`config.mk`:
```
export PLATFORM = sky130hd
export DESIGN_NAME = discrete_input_conditioning
export DESIGN_NICKNAME = d
export VERILOG_FILES = /design/src/dic_pkg.sv /design/src/discrete_input_conditioning.sv
export SDC_FILE = /design/constraint.sdc
export NUM_CORES = 1
export LEC_CHECK = 0
export BUFFER_PORTS_ARGS = -buffer_cell sky130_fd_sc_hd__buf_4
export CAP_MARGIN = 20
export CELL_PAD_IN_SITES_DETAIL_PLACEMENT = 0
export CELL_PAD_IN_SITES_GLOBAL_PLACEMENT = 1
export CORE_MARGIN = 2
export CORE_UTILIZATION = 47
export DETAILED_ROUTE_END_ITERATION = 6
export PLACE_DENSITY = 0.84
export SYNTH_ARGS = -nofsm -noshare
export SYNTH_HDL_FRONTEND = slang
export SYNTH_SLANG_ARGS = --single-unit
```
`constraint.sdc`:
```
create_clock -name clk -period 4.1 [get_ports clk]
set_clock_uncertainty 0.1 [all_clocks]
set_input_delay 0.41 -clock clk [delete_from_list [all_inputs] [get_ports clk]]
set_output_delay 0.41 -clock clk [all_outputs]
set_load 0.05 [all_outputs]
```
`src/dic_pkg.sv`:
```
// constants and carrier types for the discrete input conditioning block
`default_nettype none
package dic_pkg;

  // ---------------------------------------------------------------
  // register map (byte addresses)
  // ---------------------------------------------------------------
  localparam int ADDR_W = 8;
  localparam logic [7:0] ADDR_CTRL = 8'h00;
  localparam logic [7:0] ADDR_ASSIGN = 8'h04;
  localparam logic [7:0] ADDR_PROG = 8'h08;
  localparam logic [7:0] ADDR_STATUS = 8'h0c;
  localparam logic [7:0] ADDR_ANALOG = 8'h10;

  // ---------------------------------------------------------------
  // field layout and reset values
  // ---------------------------------------------------------------
  localparam int CTRL_W = 13;
  localparam logic [12:0] CTRL_RESET = 13'h04ff;
  localparam int ASG_W = 5;
  localparam int ASG_DEFHOME_LSB = 0;
  localparam int ASG_HWRST_LSB = 8;
  localparam int ASG_KILL_LSB = 16;
  localparam logic [4:0] ASG_OFF = 5'h00;
  localparam logic [4:0] ASG_MAX = 5'h10;
  localparam int PRG_DEB_LSB = 0;
  localparam int PRG_LINES_LSB = 8;
  localparam int PRG_DEF_LSB = 16;
  localparam int ST_PROG_LSB = 16;
  localparam int ST_EXP_BIT = 24;
  localparam int AN_FEED_LSB = 16;

  // ---------------------------------------------------------------
  // input pin positions (pin n sits at index n-1)
  // ---------------------------------------------------------------
  localparam int NUM_IN = 16;
  localparam int PIN_LIM_FWD = 0;
  localparam int PIN_LIM_REV = 1;
  localparam int PIN_DRIVE = 2;
  localparam int PIN_START = 3;
  localparam int PIN_HOME_SW = 4;
  localparam int PIN_HOME_CMD = 5;
  localparam int PIN_JOG_FWD = 6;
  localparam int PIN_JOG_REV = 7;
  localparam int PIN_PAUSE = 8;
  localparam int PIN_EMERG = 9;
  localparam int PIN_INT_ONE = 10;
  localparam int PIN_INT_TWO = 11;
  localparam int SEL_LSB_PIN = 10;
  localparam int SEL_MAX = 6;
  localparam logic [15:0] DEDICATED_MASK = 16'h03ff;

  // ---------------------------------------------------------------
  // programs
  // ---------------------------------------------------------------
  localparam logic [5:0] PROG_EMERG = 6'h1a;
  localparam logic [5:0] PROG_HOME = 6'h19;
  localparam logic [5:0] PROG_BASE_MAX = 6'h1f;
  localparam logic [5:0] PROG_EXP_MAX = 6'h3f;

  // ---------------------------------------------------------------
  // timing and analog scaling
  // ---------------------------------------------------------------
  localparam int CLK_PERIOD_NS = 25;
  localparam int TICK_TIME_NS = 1000000;
  localparam int TICK_CYCLES_DEF = TICK_TIME_NS / CLK_PERIOD_NS;
  localparam int DEB_W = 8;
  localparam int ADC_W = 12;
  localparam logic [7:0] FEED_MAX_PCT = 8'hc8;
  localparam logic [7:0] FEED_SCALE = 8'hc9;
  localparam int FEED_SHIFT = 11;

  typedef struct packed {
    logic sel_inputs;
    logic feed_src;
    logic home_index;
    logic pause_open;
    logic home_open;
    logic start_fn;
    logic pause_fn;
    logic limit_fn;
    logic jog_fn;
    logic home_sw_fn;
    logic home_cmd_fn;
    logic emerg_fn;
    logic drive_fn;
  } ctrl_s;

  typedef struct packed {
    logic limit_fwd;
    logic limit_rev;
    logic jog_fwd;
    logic jog_rev;
    logic pause;
    logic home_switch;
    logic home_switch_enable_flag;
    logic drive_enable;
    logic kill_motion;
    logic hw_reset;
  } motion_s;

endpackage : dic_pkg
`default_nettype wire

```
`src/discrete_input_conditioning.sv`:
```
// discrete input conditioning: debounce, dedicated functions, program select
// ---------------------------------------------------------------
// Functional notes
// a disabled dedicated input shows up as a general purpose input
// enabled drive-enable input enables and disables the drive
// enabled emergency return input launches program 26
// enabled home command input launches program 25
// home switch feeds homing; active open or closed, default closed
// pause input active open or closed, default closed, enabled
// both jog inputs share one enable, default enabled
// both travel limit inputs share one enable, default enabled
// start input function can be disabled, default enabled
// define-home, hw reset, kill each assignable to input 1..16 or off
// active define-home input takes current location as home
// active hardware reset input requests a hardware reset
// kill input halts program and holds position, jogs keep running
// analog input one as feedrate source maps 0..10 V to 0..200 %
// a change is accepted after staying stable for debounce ms
// home to index default on; off forces home switch flag off
// up to six select lines, input 16 msb down to input 11
// start with select-from-inputs runs the decoded program number
// outside settles select lines 2 ms before start
// without select-from-inputs start runs the default program
// programs 32..63 exist only with the expansion card
// inputs 11 and 12 act as interrupt inputs once program started
// default program limited to 0..31, or 0..63 with expansion
// debounce counts millisecond ticks and restarts on level change
// ---------------------------------------------------------------
`timescale 1ns/1ps
`default_nettype none
module discrete_input_conditioning #(
  parameter int TICK_CYCLES = dic_pkg::TICK_CYCLES_DEF
) (
  input wire logic clk,
  input wire logic rst,
  input wire logic psel,
  input wire logic penable,
  input wire logic pwrite,
  input wire logic [dic_pkg::ADDR_W-1:0] paddr,
  input wire logic [31:0] pwdata,
  output logic [31:0] prdata,
  output logic pready,
  output logic pslverr,
  input wire logic [dic_pkg::NUM_IN-1:0] pins,
  input wire logic expansion_present,
  input wire logic program_running,
  input wire logic [dic_pkg::ADC_W-1:0] analog_input_one,
  output dic_pkg::motion_s motion,
  output logic [dic_pkg::NUM_IN-1:0] gp_inputs,
  output logic interrupt_input_one,
  output logic interrupt_input_two,
  output logic run_request,
  output logic [5:0] run_program,
  output logic run_rejected,
  output logic define_home,
  output logic [7:0] feedrate_pct,
  output logic feedrate_active
);
  import dic_pkg::*;

  localparam int TW = $clog2(TICK_CYCLES);

  // ---------------------------------------------------------------
  // configuration registers
  // ---------------------------------------------------------------
  ctrl_s ctrl;
  logic [ASG_W-1:0] asg_defhome;
  logic [ASG_W-1:0] asg_hwrst;
  logic [ASG_W-1:0] asg_kill;
  logic [DEB_W-1:0] debounce_ms;
  logic [2:0] sel_lines;
  logic [5:0] default_prog;

  logic wr_en;
  logic rd_setup;
  logic addr_ok;
  logic [31:0] next_prdata;
  logic [5:0] prog_limit;
  logic [5:0] def_wr;

  // ---------------------------------------------------------------
  // input path state
  // ---------------------------------------------------------------
  logic [NUM_IN-1:0] sync1;
  logic [NUM_IN-1:0] sync2;
  logic exp1;
  logic exp_ok;
  logic [NUM_IN-1:0] corr;
  logic [NUM_IN-1:0] last_raw;
  logic [NUM_IN-1:0] deb;
  logic [NUM_IN-1:0] deb_prev;
  logic [DEB_W-1:0] cnt [NUM_IN];
  logic [TW-1:0] tick_cnt;
  logic tick;

  // returns the level of the input picked by an assignment, off when 0
  function automatic logic assigned_level(input logic [NUM_IN-1:0] d,
                                          input logic [ASG_W-1:0] a);
    logic [ASG_W-1:0] idx;
    idx = a - 5'h01;
    assigned_level = (a != ASG_OFF) && (a <= ASG_MAX) &&
                     d[idx[3:0]];
  endfunction : assigned_level

  // ---------------------------------------------------------------
  // apb slave, one cycle answer
  // ---------------------------------------------------------------
  assign wr_en = psel && penable && pwrite && pready;
  assign rd_setup = psel && !penable;
  assign addr_ok = (paddr == ADDR_CTRL) || (paddr == ADDR_ASSIGN) ||
                   (paddr == ADDR_PROG) || (paddr == ADDR_STATUS) ||
                   (paddr == ADDR_ANALOG);
  assign prog_limit = exp_ok ? PROG_EXP_MAX : PROG_BASE_MAX;
  assign def_wr = pwdata[PRG_DEF_LSB +: 6];

  always_comb begin
    next_prdata = 32'h00000000;
    case (paddr)
      ADDR_CTRL: next_prdata[CTRL_W-1:0] = ctrl;
      ADDR_ASSIGN: begin
        next_prdata[ASG_DEFHOME_LSB +: ASG_W] = asg_defhome;
        next_prdata[ASG_HWRST_LSB +: ASG_W] = asg_hwrst;
        next_prdata[ASG_KILL_LSB +: ASG_W] = asg_kill;
      end
      ADDR_PROG: begin
        next_prdata[PRG_DEB_LSB +: DEB_W] = debounce_ms;
        next_prdata[PRG_LINES_LSB +: 3] = sel_lines;
        next_prdata[PRG_DEF_LSB +: 6] = default_prog;
      end
      ADDR_STATUS: begin
        next_prdata[NUM_IN-1:0] = deb;
        next_prdata[ST_PROG_LSB +: 6] = run_program;
        next_prdata[ST_EXP_BIT] = exp_ok;
      end
      ADDR_ANALOG: begin
        next_prdata[ADC_W-1:0] = analog_input_one;
        next_prdata[AN_FEED_LSB +: 8] = feedrate_pct;
      end
      default: next_prdata = 32'h00000000;
    endcase
  end

  // pready rises at the edge that ends the setup cycle so the access edge always completes
  always_ff @(posedge clk) begin
    if (rst) begin
      pready <= 1'b0;
      pslverr <= 1'b0;
      prdata <= 32'h00000000;
    end else begin
      pready <= rd_setup;
      pslverr <= rd_setup && !addr_ok;
      if (rd_setup && !pwrite) begin
        prdata <= next_prdata;
      end
    end
  end

  always_ff @(posedge clk) begin
    if (rst) begin
      ctrl <= ctrl_s'(CTRL_RESET);
      asg_defhome <= ASG_OFF;
      asg_hwrst <= ASG_OFF;
      asg_kill <= ASG_OFF;
      debounce_ms <= 8'h00;
      sel_lines <= 3'h0;
      default_prog <= 6'h00;
    end else if (wr_en) begin
      case (paddr)
        ADDR_CTRL: ctrl <= ctrl_s'(pwdata[CTRL_W-1:0]);
        ADDR_ASSIGN: begin
          asg_defhome <= pwdata[ASG_DEFHOME_LSB +: ASG_W];
          asg_hwrst <= pwdata[ASG_HWRST_LSB +: ASG_W];
          asg_kill <= pwdata[ASG_KILL_LSB +: ASG_W];
        end
        ADDR_PROG: begin
          debounce_ms <= pwdata[PRG_DEB_LSB +: DEB_W];
          sel_lines <= pwdata[PRG_LINES_LSB +: 3];
          // out-of-range default program saturates at the limit
          default_prog <= (def_wr > prog_limit) ? prog_limit : def_wr;
        end
        default: ;
      endcase
    end
  end

  // ---------------------------------------------------------------
  // synchronisers and millisecond tick
  // ---------------------------------------------------------------
  always_ff @(posedge clk) begin
    if (rst) begin
      sync1 <= '0;
      sync2 <= '0;
      exp1 <= 1'b0;
      exp_ok <= 1'b0;
    end else begin
      sync1 <= pins;
      sync2 <= sync1;
      exp1 <= expansion_present;
      exp_ok <= exp1;
    end
  end

  always_ff @(posedge clk) begin
    if (rst) begin
      tick_cnt <= '0;
      tick <= 1'b0;
    end else begin
      tick <= (tick_cnt == TW'(TICK_CYCLES - 1));
      tick_cnt <= (tick_cnt == TW'(TICK_CYCLES - 1)) ? '0 : tick_cnt + 1'b1;
    end
  end

  // ---------------------------------------------------------------
  // polarity and debounce
  // ---------------------------------------------------------------
  // pin high means switch closed; active-open inputs are inverted here
  always_comb begin
    corr = sync2;
    corr[PIN_HOME_SW] = sync2[PIN_HOME_SW] ^ ctrl.home_open;
    corr[PIN_PAUSE] = sync2[PIN_PAUSE] ^ ctrl.pause_open;
  end

  always_ff @(posedge clk) begin
    if (rst) begin
      last_raw <= '0;
      deb <= '0;
      deb_prev <= '0;
      for (int i = 0; i < NUM_IN; i++) begin
        cnt[i] <= '0;
      end
    end else begin
      deb_prev <= deb;
      for (int i = 0; i < NUM_IN; i++) begin
        if (corr[i] != last_raw[i]) begin
          last_raw[i] <= corr[i];
          cnt[i] <= '0;
        end else if (last_raw[i] == deb[i]) begin
          cnt[i] <= '0;
        end else if (cnt[i] >= debounce_ms) begin
          deb[i] <= last_raw[i];
        end else if (tick) begin
          cnt[i] <= cnt[i] + 1'b1;
        end
      end
    end
  end

  // ---------------------------------------------------------------
  // dedicated and assignable functions
  // ---------------------------------------------------------------
  logic sel_int_one;
  logic sel_int_two;
  assign sel_int_one = ctrl.sel_inputs && (sel_lines >= 3'h6);
  assign sel_int_two = ctrl.sel_inputs && (sel_lines >= 3'h5);

  always_ff @(posedge clk) begin
    if (rst) begin
      motion <= '0;
      gp_inputs <= '0;
      define_home <= 1'b0;
      interrupt_input_one <= 1'b0;
      interrupt_input_two <= 1'b0;
    end else begin
      motion.drive_enable <= ctrl.drive_fn ? deb[PIN_DRIVE] : 1'b1;
      motion.limit_fwd <= ctrl.limit_fn && deb[PIN_LIM_FWD];
      motion.limit_rev <= ctrl.limit_fn && deb[PIN_LIM_REV];
      // jog motion is deliberately independent of the kill input
      motion.jog_fwd <= ctrl.jog_fn && deb[PIN_JOG_FWD];
      motion.jog_rev <= ctrl.jog_fn && deb[PIN_JOG_REV];
      motion.pause <= ctrl.pause_fn && deb[PIN_PAUSE];
      motion.home_switch <= ctrl.home_sw_fn && deb[PIN_HOME_SW];
      motion.home_switch_enable_flag <= ctrl.home_sw_fn &&
                                        ctrl.home_index;
      motion.kill_motion <= assigned_level(deb, asg_kill);
      motion.hw_reset <= assigned_level(deb, asg_hwrst);
      define_home <= assigned_level(deb, asg_defhome) &&
                     !assigned_level(deb_prev, asg_defhome);
      gp_inputs <= deb & ~(DEDICATED_MASK &
                   {6'h00, ctrl.emerg_fn, ctrl.pause_fn, {2{ctrl.jog_fn}},
                    ctrl.home_cmd_fn, ctrl.home_sw_fn, ctrl.start_fn,
                    ctrl.drive_fn, {2{ctrl.limit_fn}}});
      // select lines borrow the interrupt pins until the program runs
      interrupt_input_one <= deb[PIN_INT_ONE] &&
                             (!sel_int_one || program_running);
      interrupt_input_two <= deb[PIN_INT_TWO] &&
                             (!sel_int_two || program_running);
    end
  end

  // ---------------------------------------------------------------
  // program launch
  // ---------------------------------------------------------------
  logic emerg_rise;
  logic home_rise;
  logic start_rise;
  logic [2:0] lines_used;
  logic [5:0] sel_value;
  logic [5:0] next_prog;
  logic launch;

  assign emerg_rise = ctrl.emerg_fn && deb[PIN_EMERG] &&
                      !deb_prev[PIN_EMERG];
  assign home_rise = ctrl.home_cmd_fn && deb[PIN_HOME_CMD] &&
                     !deb_prev[PIN_HOME_CMD];
  assign start_rise = ctrl.start_fn && deb[PIN_START] &&
                      !deb_prev[PIN_START];
  assign lines_used = (sel_lines > 3'h6) ? 3'h6 : sel_lines;
  // input 16 is the msb; fewer lines shift the unused low pins out
  assign sel_value = deb[NUM_IN-1:SEL_LSB_PIN] >>
                     (3'h6 - lines_used);
  assign launch = emerg_rise || home_rise || start_rise;

  always_comb begin
    if (emerg_rise) begin
      next_prog = PROG_EMERG;
    end else if (home_rise) begin
      next_prog = PROG_HOME;
    end else if (ctrl.sel_inputs) begin
      next_prog = sel_value;
    end else begin
      next_prog = default_prog;
    end
  end

  // programs above 31 need the expansion card; otherwise refused
  always_ff @(posedge clk) begin
    if (rst) begin
      run_request <= 1'b0;
      run_rejected <= 1'b0;
      run_program <= 6'h00;
    end else begin
      run_request <= launch && (next_prog <= prog_limit);
      run_rejected <= launch && (next_prog > prog_limit);
      if (launch) begin
        run_program <= next_prog;
      end
    end
  end

  // ---------------------------------------------------------------
  // analog feedrate
  // ---------------------------------------------------------------
  logic [18:0] feed_prod;
  logic [7:0] feed_scaled;
  assign feed_prod = analog_input_one[ADC_W-2:0] * FEED_SCALE;
  assign feed_scaled = feed_prod[FEED_SHIFT +: 8];

  always_ff @(posedge clk) begin
    if (rst) begin
      feedrate_pct <= 8'h00;
      feedrate_active <= 1'b0;
    end else begin
      feedrate_active <= ctrl.feed_src;
      // negative codes read as zero volts, full scale as 200 percent
      if (analog_input_one[ADC_W-1]) begin
        feedrate_pct <= 8'h00;
      end else begin
        feedrate_pct <= (feed_scaled > FEED_MAX_PCT) ? FEED_MAX_PCT
                                                     : feed_scaled;
      end
    end
  end
endmodule : discrete_input_conditioning
`default_nettype wire

```
==> results of run 1 <==
-- critical path, delay by kind of cell --
| kind | cells | cell delay, ps |
|---|---|---|
| AOI/OAI and AO/OA | 6 | 1110 |
| adders and majority gates | 5 | 1890 |
| and+or+nand+nor | 1 | 40 |
| buffers and inverters | 3 | 460 |
-- layer usage --
layer	up-vias	track usage	share of wire
met2	374	0.3746	0.46
met5	-	0	0
met1	7041	0.3101	0.45
met3	80	0.03468	0.062
li1	7257	-	-
met4	0	0.07965	0.028
-- final timing paths --
check                                to  slack (ps)  cells after the start
max          feedrate_pct[0]$_SDFF_PP0_         470                     15
min                ctrl[3]$_SDFFE_PP1P_          30                      3
max reg2reg    cnt[1][14]$_SDFFCE_PN0P_         890                      8
min reg2reg         sync2[2]$_SDFF_PP0_         340                      1
-- per-stage QoR --
stage	instance area (sq um)	TNS (ps)	util	hold WS, ps	setup WS, ps
floorplan	18990	0	-	313.8	307.2
CTS	22130	0	0.5558	2.542	363.6
global route	22140	0	0.5559	18.36	118.0
detailed placement	20600	-825.7	0.5173	326.0	-189.7
global placement	20570	-833.5	0.5167	319.9	-182.5
finish	22140	0	0.5559	34.62	466.5
-- flip-flops by register name, indices dropped and copies added (netlist names), 3 cells and up --
name          count
default_prog      6
feedrate_pct      8
sel_lines         3
gp_inputs        10
asg_hwrst         5
deb              16
debounce_ms       8
asg_defhome       5
sync2            16
cnt             128
tick_cnt         16
prdata           25
ctrl             13
asg_kill          5
motion           10
deb_prev         16
sync1            16
run_program       6
last_raw         16
-- logic make-up (layout without fill, tap and decap cells) --
logic type                 Yosys count  after routing
AOI/OAI and AO/OA                  329            329
xor gates and xnor gates           131            131
adders and majority gates          215            215
buffers and inverters              182            372
DFF                                339            339
muxes                               46             46
other                                1              7
and+or+nand+nor                    718            718
-- power by group --
part           internal (mW)  leakage [nW]  switching, mW
clock network           2.12         0.644           1.43
logic                  0.352          5.01          0.470
registers               3.53          3.29         0.0483
total                   6.00          8.94           1.94
-- final cells by class --
class                      instances  area share
clock buffer                      57     0.05279
inverter                         108     0.01831
tap                              525     0.02967
sequential                       339      0.3644
multi-input combinational       1446      0.4597
clock inverter                    15    0.006443
timing repair buffer             192     0.06867
-- layout by cell type (no fill, tap or decap), drive strengths merged, types with 28 or more instances in the layout --
cell and instances:
edfxtp 128, clkbuf 57, inv 113, dfxtp 211, a21oi 96, buf 170, mux2i 29, nand2 160
and3 35, o21ai 50, ha 205, nor2b 62, a21o 34, nor3 28, nor2 248, xnor2 45
nand3 101, xor2 86
-- cells in the mapped netlist, types with 29 or more instances --
master | number | area (sq um)
nor2_1 | 248 | 930.9
edfxtp_1 | 128 | 3844
xor2_1 | 86 | 753.2
and3_1 | 35 | 219.0
a21oi_1 | 96 | 480.5
inv_1 | 106 | 397.9
dfxtp_1 | 211 | 4224
nand3_1 | 101 | 505.5
clkbuf_1 | 45 | 168.9
nor2b_1 | 62 | 387.9
ha_1 | 205 | 2565
a21o_1 | 34 | 255.2
nand2_1 | 160 | 600.6
mux2i_1 | 29 | 290.3
xnor2_1 | 45 | 394.1
-- repair_timing --
action / 4_1_cts / 5_1_grt
hold buffers: 22 / 0
resized for setup: 0 / 1
hold endpoints to repair: 33 / 0
endpoints found under the setup margin: 0 / 1
==> flow_summary.json, run 1 <==
{
  "worst_setup_path_end_kind": "register",
  "required_ps": 4410,
  "hold_viol_final": 0,
  "grt_pass1_wl_mm": 76.01,
  "crit_type": "input pin to register",
  "layout.area.seq_sq_mm": 0.008068,
  "drc": 0,
  "antenna_found_initial": 1,
  "critPathLaunchType": "input pin",
  "drtIter0Drc": 991,
  "reg2reg_from": "debounce_ms[0]$_SDFFE_PP0P_",
  "drive_above_1_share": 0.1224,
  "hp-class": "input pin to register",
  "cp_slowest_stage_delay_ps": 530,
  "tightest_slew_ps": 1062,
  "yosys.area_share.simple": 0.1781,
  "syn_to_final_growth_pct": 16.70,
  "drt_wl_total_mm": 47.95,
  "grt_util_all_layers": 0.2294,
  "layout.cells.non_filler": 2682,
  "fp-row-count": 73,
  "cp_cell_sequence": "buf_4, ha_1, fa_1, fa_1, ha_1, ha_1, a21oi_1, o21ai_1, o2111ai_1, buf_4, a21oi_1, a21o_1, a211oi_1, buf_4, nor4_1",
  "cts_buffers": 39,
  "grt-ovfl-total": 0,
  "p_total_mw": 7.941,
  "min_from": "pwdata[3]",
  "vias": 14750,
  "synth.distinct_cells": 70,
  "dp_hpwl_mm": 34.85,
  "vdd_drop_max_mv": 0.2370,
  "post_cts_buffers": 0,
  "synthCells": 1961,
  "first_pass_iters": 6,
  "dieArea_sq_mm": 0.04199,
  "fin_crit_ps": 3633,
  "synth_mux_area_frac": 0.03252,
  "coreArea_sq_mm": 0.03982,
  "setup_violations": 0,
  "max_freq_mhz": 275.2,
  "ios": 155,
  "multi_input_area_sq_mm": 0.01018,
  "netlist_area_sq_mm": 0.01897,
  "port_buffers": 134,
  "fillers": 3544,
  "synth-compound-area-share": 0.1180,
  "avgSynthCellArea_sq_um": 9.674,
  "die_h_microns": 204.9,
  "clkSinkCount": 339,
  "ys_seq_area_frac": 0.4253,
  "synth_xor_area_frac": 0.06048,
  "synth_fa_ha_area_frac": 0.1458,
  "ys.flop_type": "dfxtp_1",
  "final-max-slew-violation-count": 0,
  "dieWidth_microns": 204.9,
  "cp_slowest_cell": "fa_1",
  "cts_buffer_depth": 3,
  "grt_pass1_vias": 14240,
  "n_antenna_cell": 0,
  "place.gp.congestion": 0.9263,
  "synth_edf_count": 128,
  "crit_fanout": 4,
  "layout.nets": 2416,
  "ant_nets": 0,
  "setup.worst_path.start": "analog_input_one[2]",
  "synth_top_family_by_area": "simple AND/OR/NAND/NOR gates",
  "cts_tree": "done",
  "powerDensity_mw_per_mm2": 358.7,
  "synth-seq-cells": 339,
  "fin_crit_sh": 0.8862,
  "grt_max_degree": 68,
  "via_per_inst": 5.500,
  "ys_warn_count": 0,
  "wl_per_cell_microns": 17.88,
  "ctsHtreeMaxLevel": 2,
  "outcome": "complete, no violations",
  "dp_cells": 2588,
  "drv_cap": 0,
  "clkTransAtPathRegs_ps": 60,
  "root_buffer": "clkbuf_16",
  "rsz0062_at_grt": "false",
  "start_util": 0.4764,
  "clkLatencyLatePin_ps": 560,
  "power.leakage_nw": 8.937,
  "worstPathArrival_ps": 3940,
  "async_flop_share": 0,
  "max_slew_margin": 0.2911
}
Power figures use the tool's default switching activity.
==> inputs of run 2 (changes only) <==
--- a/config.mk
+++ b/config.mk
@@ -16,3 +16,4 @@
 export SYNTH_ARGS = -nofsm -noshare
 export SYNTH_HDL_FRONTEND = slang
 export SYNTH_SLANG_ARGS = --single-unit
+export TNS_END_PERCENT = 50
==> constraint.sdc (replaced) <==
create_clock -name clk -period 4.1 [get_ports clk]
set_clock_uncertainty 0.1 [all_clocks]
set_input_delay 0.82 -clock clk [delete_from_list [all_inputs] [get_ports clk]]
set_output_delay 0.82 -clock clk [all_outputs]
set_load 0.05 [all_outputs]
==> flow_summary.json, run 2 (synthesis results as in run 1) <==
{
  "cp_slowest_cell": "fa_2",
  "cts_resized": 0,
  "clkSinkCount": 339,
  "place.gp.congestion": 0.8746,
  "wl_per_cell_microns": 18.10,
  "max_slew_margin": 0.3164,
  "cp_num_buf_inv": 3,
  "root_buffer": "clkbuf_16",
  "dieWidth_microns": 204.9,
  "fin_crit_sh": 0.9557,
  "layout_commonest_cell": "nor2_1",
  "fp-row-count": 73,
  "ctsHtreeMaxLevel": 2,
  "ios": 155,
  "setup_violations": 0,
  "hold_viol_final": 0,
  "dp_cells": 2597,
  "cp_common_cell": "ha_1",
  "grt_pass1_wl_mm": 75.82,
  "grt_pass1_vias": 14190,
  "layout.cells.non_filler": 2671,
  "reg2reg_depth": 9,
  "drv_cap": 0,
  "hp-class": "register to register",
  "cts_tree": "done",
  "dieArea_sq_mm": 0.04199,
  "dp_hpwl_mm": 35.06,
  "drt_wl_total_mm": 48.36,
  "r2r-end": "cnt[1][2]$_SDFFCE_PN0P_",
  "rsz0062_at_grt": "true",
  "first_pass_iters": 5,
  "final-max-slew-violation-count": 0,
  "vias": 14540,
  "clkTransAtPathRegs_ps": 60,
  "reg2reg_slack_ps": 920,
  "drc": 0,
  "power.leakage_nw": 8.901,
  "crit_type": "input pin to register",
  "hold_buffers": 0,
  "cts_buffer_depth": 3,
  "grt-ovfl-total": 0,
  "min_to": "sync2[9]$_SDFF_PP0_",
  "coreArea_sq_mm": 0.03982,
  "cp_top_family": "adder cells",
  "layout_common_cells": "nor2_1, dfxtp_1, ha_1",
  "via_per_inst": 5.445,
  "cts_buffers": 39,
  "cp_cell_sequence": "buf_4, ha_1, inv_1, fa_1, inv_1, fa_2, ha_1, ha_1, o21ai_2, a211oi_2, o2111ai_2, o211a_1, xor2_2, o31a_1, nor3_1",
  "setup.worst_path.start": "analog_input_one[2]",
  "syn_to_final_growth_pct": 16.65,
  "drive_above_1_share": 0.1333,
  "post_cts_buffers": 0,
  "start_util": 0.4764,
  "grt_util_all_layers": 0.2307,
  "worst_setup_path_end_kind": "register",
  "layout.nets": 2404,
  "required_ps": 4470,
  "antenna_found_initial": 1,
  "critPathLaunchType": "input pin",
  "crit_fanout": 5,
  "grt_max_degree": 88,
  "drtIter0Drc": 1029,
  "largestRegisters": "cnt: 128 flops, prdata: 25 flops",
  "vdd_drop_max_mv": 0.2833,
  "min_from": "sync1[9]$_SDFF_PP0_",
  "worstPathArrival_ps": 4290,
  "cp_slowest_stage_delay_ps": 520,
  "top_register": "cnt",
  "max_freq_mhz": 255.2,
  "fin_crit_ps": 3919,
  "worstHoldPathCells": 1,
  "p_total_mw": 7.985,
  "ant_nets": 0,
  "clkLatencyLatePin_ps": 570,
  "reg2reg_from": "debounce_ms[0]$_SDFFE_PP0P_",
  "tightest_slew_ps": 1023,
  "port_buffers": 134,
  "powerDensity_mw_per_mm2": 360.8,
  "outcome": "complete, no violations",
  "die_h_microns": 204.9,
  "largest_reg_flops": 128
}
==> run 2: how the worst max path moves through the flow <==
stage / slack [ps] / to / cells after the start
floorplan: 3 / feedrate_pct[4]$_SDFF_PP0_ / 14
global placement: -360 / feedrate_pct[4]$_SDFF_PP0_ / 15
detailed placement: -420 / feedrate_pct[2]$_SDFF_PP0_ / 15
CTS: 160 / feedrate_pct[2]$_SDFF_PP0_ / 15
global route: -0.6 / feedrate_pct[3]$_SDFF_PP0_ / 15
finish: 180 / feedrate_pct[3]$_SDFF_PP0_ / 15
==> run 2: where the power goes <==
group,leakage (nW),switching (mW),internal (mW)
registers,3.29,0.0462,3.53
logic,4.97,0.501,0.394
clock network,0.641,1.43,2.08
total,8.90,1.98,6.00
==> run 2: per-stage QoR <==
stage / hold WS (ps) / setup TNS (ps) / utilization / setup WS (ps) / cell area (sq um)
after floorplan: 313.8 / 0 / - / 2.745 / 19110
after global placement: 325.2 / -2468 / 0.5214 / -361.4 / 20760
after detailed placement: 324.8 / -2758 / 0.5221 / -417.2 / 20790
after CTS: 332.7 / 0 / 0.5547 / 160.7 / 22090
after global routing: 351.6 / -0.6404 / 0.5557 / -0.6404 / 22130
final: 333.6 / 0 / 0.5557 / 181.5 / 22130
==> run 2: layout make-up <==
cell class / instances / area, sq um
clock buffers: 63 / 1199
multi-input cells: 1446 / 10300
repair buffers: 180 / 1395
flip-flops and latches: 339 / 8068
inverters: 108 / 405.4
clock inverters: 9 / 102.6
diodes: 1 / 2.502
fillers: 3552 / 17690
well taps: 525 / 656.9
==> run 2: per-layer routing <==
| layer | share of wire | track usage | routed length, microns |
|---|---|---|---|
| met1 | 0.45 | 0.3089 | 21810 |
| met2 | 0.47 | 0.3755 | 22520 |
| met4 | 0.028 | 0.08119 | 1375 |
| met3 | 0.055 | 0.04041 | 2649 |
| met5 | 0 | 0 | 0 |
==> inputs of run 3 (changes only) <==
--- a/config.mk
+++ b/config.mk
@@ -12,7 +12,7 @@
 export CORE_MARGIN = 2
 export CORE_UTILIZATION = 47
 export DETAILED_ROUTE_END_ITERATION = 6
-export PLACE_DENSITY = 0.84
+export PLACE_DENSITY = 0.86
 export SYNTH_ARGS = -nofsm -noshare
 export SYNTH_HDL_FRONTEND = slang
 export SYNTH_SLANG_ARGS = --single-unit
==> flow_summary.json, run 3 (synthesis results as in run 1) <==
{
  "grt_pass1_wl_mm": 75.23,
  "fin_setup_tns_ps": 0,
  "root_buffer": "clkbuf_16",
  "hold_viol_final": 0,
  "place_ws_ps": -375.6,
  "failed_checks": "DRC",
  "layout_common_cells": "nor2_1, dfxtp_1, ha_1",
  "first_pass_iters": 7,
  "outcome": "complete, but fails checks",
  "ios": 155,
  "clkTransAtPathRegs_ps": 60,
  "top_register": "cnt",
  "critPathLaunchType": "input pin",
  "worst_setup_path_end_kind": "register",
  "cts_buffer_depth": 3,
  "port_buffers": 134,
  "final_util": 0.5534,
  "vdd_drop_max_mv": 0.2773,
  "largestRegisters": "cnt: 128 flops, prdata: 25 flops",
  "postPlaceCellArea_sq_mm": 0.02074,
  "drive_above_1_share": 0.1349,
  "start_util": 0.4764,
  "tightest_slew_ps": 896.5,
  "syn_to_final_growth_pct": 16.17,
  "required_ps": 4480,
  "wl_per_cell_microns": 18.28,
  "cts_buffers": 38,
  "coreArea_sq_mm": 0.03982,
  "crit_fanout": 4,
  "layout_commonest_cell": "nor2_1",
  "ctsHtreeMaxLevel": 2,
  "powerDensity_mw_per_mm2": 353.7,
  "die_h_microns": 204.9,
  "hp-class": "register to register",
  "layout.cells.non_filler": 2660,
  "setup_violations": 0,
  "power.leakage_nw": 8.801,
  "fp-row-count": 73,
  "fin_crit_ps": 4017,
  "grt-ovfl-total": 0,
  "final.setup.worst_slack_ps": 82.88,
  "worstPathArrival_ps": 4390,
  "largest_reg_flops": 128,
  "ant_nets": 0,
  "max_freq_mhz": 248.9,
  "post_cts_buffers": 0,
  "crit_type": "input pin to register",
  "dp_cells": 2591,
  "drtIter0Drc": 884,
  "vias": 14740,
  "grt_max_degree": 145,
  "drv_cap": 0,
  "fillers": 3571,
  "final-max-slew-violation-count": 0,
  "fin_crit_sh": 0.9798,
  "dp_hpwl_mm": 35.17,
  "dieWidth_microns": 204.9,
  "layout.nets": 2397,
  "place.gp.congestion": 0.8703,
  "drc": 2,
  "cts_tree": "done",
  "grt_pass1_vias": 14180,
  "drt_wl_total_mm": 48.61,
  "dieArea_sq_mm": 0.04199,
  "clkSinkCount": 339,
  "antenna_found_initial": 0,
  "fin_area_sq_mm": 0.02204,
  "via_per_inst": 5.542,
  "clkLatencyLatePin_ps": 560,
  "grt_util_all_layers": 0.2284,
  "max_slew_margin": 0.3869,
  "n_antenna_cell": 0
}
-- run 3: cell count changes in the layout (fill, tap and decap cells not counted), sizes merged --
cell	change
clkbuf	-12
buf	-6
inv	-1
clkinv	+8
diode	-1
clkinvlp	+1
-- run 3: cell type report --
type,count,area (sq um),area share
clock inverters,17,128.9,0.005848
multi-input cells,1446,10410,0.4723
repair buffers,174,1330,0.06035
clock buffers,51,1041,0.04724
well taps,525,656.9,0.02981
inverters,108,405.4,0.01840
flip-flops and latches,339,8068,0.3661
-- run 3: per-stage QoR --
| step | hold slack [ps] | total power [mW] |
|---|---|---|
| after CTS | 338.1 | 7.784 |
| after floorplan | 313.8 | 4.231 |
| after detailed placement | 324.6 | 4.526 |
| after global routing | 355.8 | 8.078 |
| after global placement | 326.5 | 4.507 |
| final | 339.0 | 7.794 |
-- run 3: final timing paths --
path	cells after the start	endpoint	from	slack, ps
setup / recovery	15	feedrate_pct[3]$_SDFF_PP0_	analog_input_one[2]	80
hold / removal	1	sync2[9]$_SDFF_PP0_	sync1[9]$_SDFF_PP0_	340
setup reg to reg	9	cnt[1][5]$_SDFFCE_PN0P_	debounce_ms[0]$_SDFFE_PP0P_	1030
hold reg to reg	1	sync2[9]$_SDFF_PP0_	sync1[9]$_SDFF_PP0_	340
-- run 3: repair_timing --
item,CTS,global route
hold buffers,0,0
gates resized for setup,0,14
endpoints found under the setup margin,0,3
-- run 3: critical path, cell delays in order --
cell and delay, ps:
buf_4 130, ha_1 270, inv_1 50, fa_1 480, inv_1 50, fa_2 550, ha_4 210, ha_4 260
o21ai_2 60, a211oi_2 300, o2111ai_2 260, o211a_1 330, xor2_4 190, o31a_1 280, nor3_2 180
-- run 3: metal layers --
layer,GRT usage,share of wire
met2,0.3790,0.47
met3,0.02832,0.045
met5,0,0
met4,0.07914,0.030
met1,0.3074,0.46
-- run 3: power breakdown --
part	switching, mW	internal [mW]
Combinational	0.552	0.419
Sequential	0.0456	3.53
Clock	1.40	1.86
